## src/rtl/apf_pkg.sv

```systemverilog
// Purpose: Shared constants and types for the frame-sync pin block.
// Assumes: APB slave with 32-bit data and one aligned word per register.
// Notes:   Register layouts are packed structs; high bits first.
package apf_pkg;

    localparam int APF_AW = 8;
    localparam int APF_DW = 32;

    // Register byte offsets.
    localparam logic [APF_AW-1:0] APF_OFS_CCTRL = 8'h00;
    localparam logic [APF_AW-1:0] APF_OFS_RXCLK = 8'h04;
    localparam logic [APF_AW-1:0] APF_OFS_TXCLK = 8'h08;
    localparam logic [APF_AW-1:0] APF_OFS_STAT  = 8'h0c;
    localparam logic [APF_AW-1:0] APF_OFS_GPIO  = 8'h10;

    // General-purpose mode of one pin; code 2'b11 acts as disconnected.
    typedef enum logic [1:0] {
        APF_GP_DISC = 2'b00,
        APF_GP_IN   = 2'b01,
        APF_GP_OUT  = 2'b10
    } apf_gpio_mode_type;

    // Common control register, bit 4 first, bit 0 last.
    typedef struct packed {
        logic portEnable;
        logic networkMode;
        logic outputFlagOne;
        logic txExtBufferEnableSelect;
        logic syncModeSelect;
    } apf_common_ctrl_type;

    // General-purpose control register.
    typedef struct packed {
        logic              txGpioOut;
        logic              rxGpioOut;
        apf_gpio_mode_type txGpioMode;
        apf_gpio_mode_type rxGpioMode;
    } apf_gpio_ctrl_type;

    // Common status register.
    typedef struct packed {
        logic txPinLevel;
        logic rxPinLevel;
        logic inputFlagOne;
    } apf_status_type;

    localparam int APF_CCTRL_W = $bits(apf_common_ctrl_type);
    localparam int APF_GPIO_W  = $bits(apf_gpio_ctrl_type);
    localparam int APF_STAT_W  = $bits(apf_status_type);
    localparam int APF_DIR_W   = 1;

    localparam apf_common_ctrl_type APF_CCTRL_RESET = '0;
    localparam apf_gpio_ctrl_type   APF_GPIO_RESET  = '0;
    localparam logic                APF_DIR_RESET   = 1'b0;

    // One two-way pin as driven by the block; oe_b low means driving.
    typedef struct packed {
        logic dout;
        logic oe_b;
    } apf_pad_type;

    localparam apf_pad_type APF_PAD_RESET = '{dout: 1'b0, oe_b: 1'b1};

    // APB request from the master.
    typedef struct packed {
        logic              psel;
        logic              penable;
        logic              pwrite;
        logic [APF_AW-1:0] paddr;
        logic [APF_DW-1:0] pwdata;
    } apf_apb_req_type;

    // APB answer to the master.
    typedef struct packed {
        logic              pready;
        logic              pslverr;
        logic [APF_DW-1:0] prdata;
    } apf_apb_rsp_type;

endpackage

```

## src/rtl/apf_pin_sync.sv

```systemverilog
// Purpose: Three-stage pin synchroniser with filtered level and rise pulse.
// Assumes: Pin is asynchronous to clock.
// Notes:   A change counts once the second and third stages agree.
`timescale 1ns/1ps
`default_nettype none
module apf_pin_sync (
    input  wire logic clock, // System clock.
    input  wire logic rst_b, // Asynchronous reset, active low.
    input  wire logic pin,   // Raw pin level.
    output logic      level, // Filtered level.
    output logic      rise   // One-cycle pulse on a rising change.
);
    typedef struct packed {
        logic s1;
        logic s2;
        logic s3;
        logic level;
        logic rise;
    } apf_sync_state_type;

    apf_sync_state_type st;
    apf_sync_state_type next_st;

    // Stage one feeds stage two only; the filter reads stages two and three.
    always_comb begin
        next_st      = st;
        next_st.s1   = pin;
        next_st.s2   = st.s1;
        next_st.s3   = st.s2;
        next_st.rise = 1'b0;
        if (st.s2 == st.s3) begin
            next_st.level = st.s3;
            next_st.rise  = st.s3 & ~st.level;
        end
    end

    // State register.
    always_ff @(posedge clock or negedge rst_b) begin
        if (!rst_b) begin
            st <= '0;
        end else begin
            st <= next_st;
        end
    end

    assign level = st.level;
    assign rise  = st.rise;
endmodule
`default_nettype wire

```

## src/rtl/apf_frame_sync_pins.sv

```systemverilog
// Purpose: Frame-sync pin logic of the second serial audio port.
// Assumes: APB register access; datapath signals share clock.
// Notes:   Pins leave reset as disconnected general-purpose lines.
//
// Notes on behaviour
// - Async mode: rx pin is receivers' frame sync.
// - Sync, buffer select 0: rx pin is flag one.
// - Sync, select 1, rx dir 1: drive buffer enable.
// - Flag direction follows rx frame-sync direction bit.
// - Output flag pin shows output flag one.
// - Output flag updates at frame sync or slot.
// - Input flag captured at frame sync or slot.
// - Sync mode: tx pin frames both directions; receivers get none in flag mode.
// - Async mode: tx pin frames transmitters only.
// - Tx pin direction follows tx direction bit.
// - GPIO: each pin input, output or disconnected.
// - Reset leaves pins disconnected GPIO.
// - Tx bit clock clocks receivers only in sync.
`timescale 1ns/1ps
`default_nettype none
module apf_frame_sync_pins
    import apf_pkg::*;
(
    input  wire logic                     clock,       // 100 MHz clock.
    input  wire logic                     rst_b,       // Async reset, low.
    input  wire apf_pkg::apf_apb_req_type apbReq,      // APB request.
    output var  apf_pkg::apf_apb_rsp_type apbRsp,      // APB answer.
    input  wire logic                     rxFsPinIn,   // Rx frame-sync pin.
    output var  apf_pkg::apf_pad_type     rxFsPad,     // Rx pin drive.
    input  wire logic                     txFsPinIn,   // Tx frame-sync pin.
    output var  apf_pkg::apf_pad_type     txFsPad,     // Tx pin drive.
    input  wire logic                     txBitClkIn,  // Tx bit clock pin.
    input  wire logic                     rxBitTickIn, // Rx bit clock edge.
    input  wire logic                     rxFsInt,     // Rx frame sync made.
    input  wire logic                     txFsInt,     // Tx frame sync made.
    input  wire logic                     slotStrobe,  // Slot start pulse.
    input  wire logic                     txDataOn,    // Tx data active.
    input  wire logic                     rxEnable,    // Receivers enabled.
    input  wire logic                     txEnable,    // Transmitters on.
    output logic                          rxFrameSync, // Rx frame sync used.
    output logic                          txFrameSync, // Tx frame sync used.
    output logic                          rxBitTick,   // Rx bit clock edge.
    output logic                          txBitTick    // Tx bit clock edge.
);

    ////////////////////////////////////////////////////////////////////////
    // State.

    typedef struct packed {
        apf_common_ctrl_type cctrl;
        logic                rxDir;
        logic                txDir;
        apf_gpio_ctrl_type   gpio;
        logic                inputFlagOne;
        logic                flagOut;
        logic                txFsPrev;
        apf_pad_type         rxPad;
        apf_pad_type         txPad;
        logic                rxFs;
        logic                txFs;
        logic                rxTick;
        logic                txTick;
        logic [APF_DW-1:0]   prdata;
        logic                pslverr;
    } apf_state_type;

    localparam apf_state_type ST_RESET = '{
        cctrl:        APF_CCTRL_RESET,
        rxDir:        APF_DIR_RESET,
        txDir:        APF_DIR_RESET,
        gpio:         APF_GPIO_RESET,
        inputFlagOne: 1'b0,
        flagOut:      1'b0,
        txFsPrev:     1'b0,
        rxPad:        APF_PAD_RESET,
        txPad:        APF_PAD_RESET,
        rxFs:         1'b0,
        txFs:         1'b0,
        rxTick:       1'b0,
        txTick:       1'b0,
        prdata:       '0,
        pslverr:      1'b0
    };

    apf_state_type st;
    apf_state_type next_st;

    // True for an address that holds a register.
    function automatic logic isMapped(input logic [APF_AW-1:0] a);
        return (a == APF_OFS_CCTRL) || (a == APF_OFS_RXCLK) ||
               (a == APF_OFS_TXCLK) || (a == APF_OFS_STAT) ||
               (a == APF_OFS_GPIO);
    endfunction

    // Pad value for a pin in general-purpose mode.
    function automatic apf_pad_type gpioPad(input apf_gpio_mode_type m,
                                            input logic              v);
        apf_pad_type p;
        p = APF_PAD_RESET;
        if (m == APF_GP_OUT) begin
            p = '{dout: v, oe_b: 1'b0};
        end
        return p;
    endfunction

    ////////////////////////////////////////////////////////////////////////
    // Pin synchronisers.

    logic rxLevel;
    logic txLevel;
    logic sckRise;

    apf_pin_sync u_rx_sync (
        .clock (clock),
        .rst_b (rst_b),
        .pin   (rxFsPinIn),
        .level (rxLevel),
        .rise  ()
    );

    apf_pin_sync u_tx_sync (
        .clock (clock),
        .rst_b (rst_b),
        .pin   (txFsPinIn),
        .level (txLevel),
        .rise  ()
    );

    apf_pin_sync u_sck_sync (
        .clock (clock),
        .rst_b (rst_b),
        .pin   (txBitClkIn),
        .level (),
        .rise  (sckRise)
    );

    ////////////////////////////////////////////////////////////////////////
    // Mode decoding.

    logic portEn;
    logic syncMode;
    logic flagMode;
    logic txFsSel;
    logic rxFsSel;
    logic flagEvent;
    logic apbSetup;
    logic apbWrite;
    apf_status_type status;

    // Mode terms and selected frame syncs; external syncs arrive through
    // the pin synchronisers on clock, so no realignment is done here.
    assign portEn   = st.cctrl.portEnable;
    assign syncMode = st.cctrl.syncModeSelect;
    assign flagMode = portEn & syncMode & ~st.cctrl.txExtBufferEnableSelect;
    assign txFsSel  = st.txDir ? txFsInt : txLevel;
    assign rxFsSel  = syncMode ? txFsSel :
                      (st.rxDir ? rxFsInt : rxLevel);
    // Flag timing follows frame sync, or each slot in network mode.
    assign flagEvent = flagMode &
                       (st.cctrl.networkMode ? slotStrobe :
                        (txFsSel & ~st.txFsPrev));
    assign apbSetup = apbReq.psel & ~apbReq.penable;
    assign apbWrite = apbReq.psel & apbReq.penable & apbReq.pwrite;
    assign status   = '{txPinLevel: txLevel, rxPinLevel: rxLevel,
                        inputFlagOne: st.inputFlagOne};

    ////////////////////////////////////////////////////////////////////////
    // Next-state logic.

    always_comb begin
        next_st          = st;
        next_st.txFsPrev = txFsSel;

        // Read data and error are prepared in the setup cycle.
        if (apbSetup) begin
            next_st.prdata  = '0;
            next_st.pslverr = ~isMapped(apbReq.paddr);
            if (!apbReq.pwrite) begin
                unique case (apbReq.paddr)
                    APF_OFS_CCTRL: next_st.prdata[APF_CCTRL_W-1:0] = st.cctrl;
                    APF_OFS_RXCLK: next_st.prdata[APF_DIR_W-1:0]   = st.rxDir;
                    APF_OFS_TXCLK: next_st.prdata[APF_DIR_W-1:0]   = st.txDir;
                    APF_OFS_STAT:  next_st.prdata[APF_STAT_W-1:0]  = status;
                    APF_OFS_GPIO:  next_st.prdata[APF_GPIO_W-1:0]  = st.gpio;
                    default:       next_st.prdata = '0;
                endcase
            end
        end

        // Writes take effect in the access cycle; status is read-only.
        if (apbWrite) begin
            unique case (apbReq.paddr)
                APF_OFS_CCTRL: next_st.cctrl = apf_common_ctrl_type'(
                    apbReq.pwdata[APF_CCTRL_W-1:0]);
                APF_OFS_RXCLK: next_st.rxDir = apbReq.pwdata[APF_DIR_W-1];
                APF_OFS_TXCLK: next_st.txDir = apbReq.pwdata[APF_DIR_W-1];
                APF_OFS_GPIO:  next_st.gpio = apf_gpio_ctrl_type'(
                    apbReq.pwdata[APF_GPIO_W-1:0]);
                default: next_st.cctrl = st.cctrl;
            endcase
        end

        // Flag values move only at frame sync or slot.
        if (flagEvent) begin
            next_st.flagOut = st.cctrl.outputFlagOne;
            if (!st.rxDir) begin
                next_st.inputFlagOne = rxLevel;
            end
        end

        // Rx pin drive by mode.
        if (!portEn) begin
            next_st.rxPad = gpioPad(st.gpio.rxGpioMode,
                                    st.gpio.rxGpioOut);
        end else if (!st.rxDir) begin
            next_st.rxPad = APF_PAD_RESET;
        end else if (!syncMode) begin
            next_st.rxPad = '{dout: rxFsInt, oe_b: 1'b0};
        end else if (!st.cctrl.txExtBufferEnableSelect) begin
            next_st.rxPad = '{dout: st.flagOut, oe_b: 1'b0};
        end else begin
            next_st.rxPad = '{dout: txDataOn, oe_b: 1'b0};
        end

        // Tx pin drive by mode.
        if (!portEn) begin
            next_st.txPad = gpioPad(st.gpio.txGpioMode,
                                    st.gpio.txGpioOut);
        end else if (st.txDir) begin
            next_st.txPad = '{dout: txFsInt, oe_b: 1'b0};
        end else begin
            next_st.txPad = APF_PAD_RESET;
        end

        // Frame syncs and bit clock edges delivered to the datapath.
        next_st.txFs   = portEn & txFsSel;
        next_st.rxFs   = portEn & ~flagMode & rxFsSel;
        next_st.txTick = portEn & txEnable & sckRise;
        next_st.rxTick = portEn & rxEnable &
                         (syncMode ? sckRise : rxBitTickIn);
    end

    // State register; reset gives disconnected pins.
    always_ff @(posedge clock or negedge rst_b) begin
        if (!rst_b) begin
            st <= ST_RESET;
        end else begin
            st <= next_st;
        end
    end

    ////////////////////////////////////////////////////////////////////////
    // Outputs.

    assign apbRsp = '{pready: 1'b1, pslverr: st.pslverr, prdata: st.prdata};
    assign rxFsPad     = st.rxPad;
    assign txFsPad     = st.txPad;
    assign rxFrameSync = st.rxFs;
    assign txFrameSync = st.txFs;
    assign rxBitTick   = st.rxTick;
    assign txBitTick   = st.txTick;
endmodule
`default_nettype wire

```

## config.mk

```make
export PLATFORM = sky130hd
export DESIGN_NAME = apf_frame_sync_pins
export DESIGN_NICKNAME = d
export VERILOG_FILES = /design/src/rtl/apf_pkg.sv /design/src/rtl/apf_pin_sync.sv /design/src/rtl/apf_frame_sync_pins.sv
export SDC_FILE = /design/constraint.sdc
export NUM_CORES = 1
export LEC_CHECK = 0
export BUFFER_PORTS_ARGS = -buffer_cell sky130_fd_sc_hd__buf_2
export CAP_MARGIN = 20
export CORE_UTILIZATION = 46
export CTS_BUF_LIST = sky130_fd_sc_hd__clkbuf_4 sky130_fd_sc_hd__clkbuf_8
export DETAILED_ROUTE_END_ITERATION = 10
export PLACE_DENSITY = 0.79
export SLEW_MARGIN = 20
export SYNTH_ARGS = -nofsm -noshare
export SYNTH_HDL_FRONTEND = slang
export SYNTH_SLANG_ARGS = --single-unit
```

## constraint.sdc

```tcl
create_clock -name clock -period 4.3 [get_ports clock]
set_clock_uncertainty 0.05 [all_clocks]
set_input_delay 0.645 -clock clock [delete_from_list [all_inputs] [get_ports clock]]
set_output_delay 0.645 -clock clock [all_outputs]
set_load 0.01 [all_outputs]
```

==> flow_metrics.tcl <==
set metrics [dict create \
    slew_viol_final 0 \
    ctsResizeCount 0 \
    fmax_mhz 509 \
    cts_tree "done" \
    avgSynthCellArea_um2 11.8 \
    hold_viol 0 \
    min_path_type "reg2reg" \
    final_area_um2 2280 \
    htreeDepth 2 \
    end_kind "flip-flop" \
    final_nets 266 \
    reg2reg_from "st[50]" \
    final_common_cell "buf_2" \
    vias 1287 \
    dieWidth_um 70.0 \
    grt_pass1_wl_um 5710 \
    hold_buffers 0 \
    seq_area_frac_synth_pct 51.9 \
    critPathLaunch "apbReq[33]" \
    arrival_ns 2.10 \
    cts.sinks 44 \
    cp.required_ns 4.43 \
    critPathCapture "st[45]" \
    postPlaceCellArea_um2 2180 \
    path_class "in2reg" \
    synth.distinct_cells 37 \
    die-area_um2 4900 \
    synthCells 180 \
    place_congestion 0.852 \
    crit_fanout 8 \
    io_buffers 43 \
    cts-root-buf "clkbuf_8" \
    vdd_drop_max_mv 0.183 \
    cp_slowest_cell "or4_4" \
    area_growth_pct 7.17 \
    finalWorstSetupSlack_ns 2.33 \
    drc 0 \
    synth_flop_cell "dfrtp_1" \
    first_pass_iters 4 \
    final_cell_mix "buf_2 (43), dfrtp_1 (42), conb_1 (27), nand2_1 (12), mux2_2 (12)" \
    relSlewSlack_pct 38.1 \
    drt_wl_total_um 3410 \
    cp_slowest_stage_delay_ns 0.56 \
    ios 97 \
    grt_usage_pct 15.1 \
    insertion_delay_ns 0.29 \
    synth_area_um2 2130 \
    clk_pin_slew_ns 0.08 \
    synthArstFlopShare_pct 100 \
    cp_num_buf_inv 1 \
    reg2regPathDepth 4 \
    start_util_pct 48.2 \
    r2r_slack_ns 2.54 \
    clk_path_buf_depth 2 \
    cp.depth 5 \
    diodes 0 \
    synth-seq-cells 44 \
    postCtsSetupRepairBufs 0 \
    rsz0062_at_grt "false" \
    hpwl_um 2570 \
    worst_pin_slew_ns 0.929 \
    wl_per_cell_um 12.9 \
    coreArea_um2 4410 \
    numCtsBuffers 5 \
    status "completed" \
    grt_antenna_before_repair 0 \
    drt_iter0_drc 76 \
    fillerInstances 386 \
    fin_crit_sh_pct 45.7 \
    synth_edf_count 0 \
    reg2reg_to "st[43]" \
    rows 24 \
    grt_pass1_vias 1224 \
    setup-violations-final 0 \
    powerDensity_nw_per_um2 336 \
    fin_util_pct 51.7 \
    viasPerCell 4.88 \
    post-route-min-period_ns 1.97 \
    drv_cap 0 \
    grt_max_degree 45 \
    yosysWarnings 0 \
    cpLargestDelayFamily "simple AND/OR/NAND/NOR gates" \
    grt.overflow.total 0 \
    die_y_um 70.0 \
    dp_slack_ns 2.02 \
    crit_chain "buf_2 -> or4_4 -> nor2_8 -> and4_4 -> mux2_4" \
    ant_nets 0 \
    tns_ns 0 \
    startpoint_type "primary input" \
    drive_above_1_share_pct 35.8 \
    leakagePower_nw 1.14 \
    total_power_mw 0.766 \
]
## worst min-delay path by stage
stage | end | depth (start not counted) | slack [ns] | start
detailed placement | u_sck_sync.next_st[2] | 0 | 0.28 | u_sck_sync.next_st[3]
global route | u_sck_sync.next_st[2] | 0 | 0.31 | u_sck_sync.next_st[3]
finish | u_sck_sync.next_st[2] | 0 | 0.30 | u_sck_sync.next_st[3]
global placement | u_sck_sync.next_st[2] | 0 | 0.28 | u_sck_sync.next_st[3]
floorplan | u_rx_sync.next_st[2] | 0 | 0.28 | u_rx_sync.next_st[3]
CTS | u_sck_sync.next_st[2] | 0 | 0.30 | u_sck_sync.next_st[3]
## flip-flops by register name, summed over array words and instances, names as in the netlist, 2 cells and up
register,flops
u_sck_sync.next_st,2
st,14
txFsPad,2
apbRsp,7
u_rx_sync.next_st,2
rxFsPad,2
u_tx_sync.next_st,2
## area by class of cell
| cell class | instances | area (um2) | area share [%] |
|---|---|---|---|
| inverters | 2 | 7.51 | 0.329 |
| repair buffers | 43 | 215 | 9.43 |
| clock inverters | 1 | 7.51 | 0.329 |
| clock buffers | 7 | 90.1 | 3.95 |
| flip-flops and latches | 44 | 1100 | 48.4 |
| well taps | 52 | 65.1 | 2.85 |
| multi-input cells | 115 | 792 | 34.7 |
## routing by layer
| layer | wire length [um] | up-vias | track usage [%] | share of wire [%] |
|---|---|---|---|---|
| met1 | 1490 | 606 | 19.9 | 44 |
| met2 | 1640 | 51 | 23.4 | 48 |
| met4 | 80 | 0 | 7.56 | 2.3 |
| met3 | 200 | 9 | 3.61 | 5.9 |
| li1 | - | 621 | - | - |
| met5 | 0 | - | 0 | 0 |
## report_power, final
part	total [mW]	internal (mW)	switching (mW)	leakage, nW
registers	0.434	0.426	0.00853	0.574
logic	0.0594	0.0215	0.0379	0.522
clock network	0.272	0.137	0.135	0.0479
## synthesized netlist by cell type, types with 2 or more instances
library cell	instances	area share, %
conb_1	2	0.35
mux2_4	6	4.2
nand2_1	12	2.1
mux2i_1	6	2.8
mux2_2	12	6.3
nand3_1	3	0.71
nor2b_1	3	0.88
a32oi_1	3	1.2
inv_1	2	0.35
nand3b_1	3	1.1
a21oi_1	5	1.2
dfstp_2	2	2.5
buf_4	38	13
clkbuf_1	5	0.88
o21ai_0	8	1.9
nor3b_1	2	0.71
dfrtp_1	42	49
nor2_1	4	0.71
maj3_1	3	1.4
and3_1	2	0.59
## through the flow
stage / hold WS (ns) / instances
finish: 0.302 / 264
global route: 0.309 / 264
CTS: 0.304 / 264
detailed placement: 0.285 / 256
global placement: 0.282 / 256
floorplan: 0.281 / 205
## kinds of logic (layout without fill, tap and decap cells)
family          after synthesis  count (layout)  synth area share [%]
buf+inv                      46              53                  15.3
flops                        44              44                  51.9
simple gates                 39              39                  11.2
mux                          24              24                  13.4
compound gates               22              22                  6.47
fa+ha+maj                     3               3                  1.41
other cells                   2              27                 0.353
No activity file was read; power rests on OpenSTA's default activity.
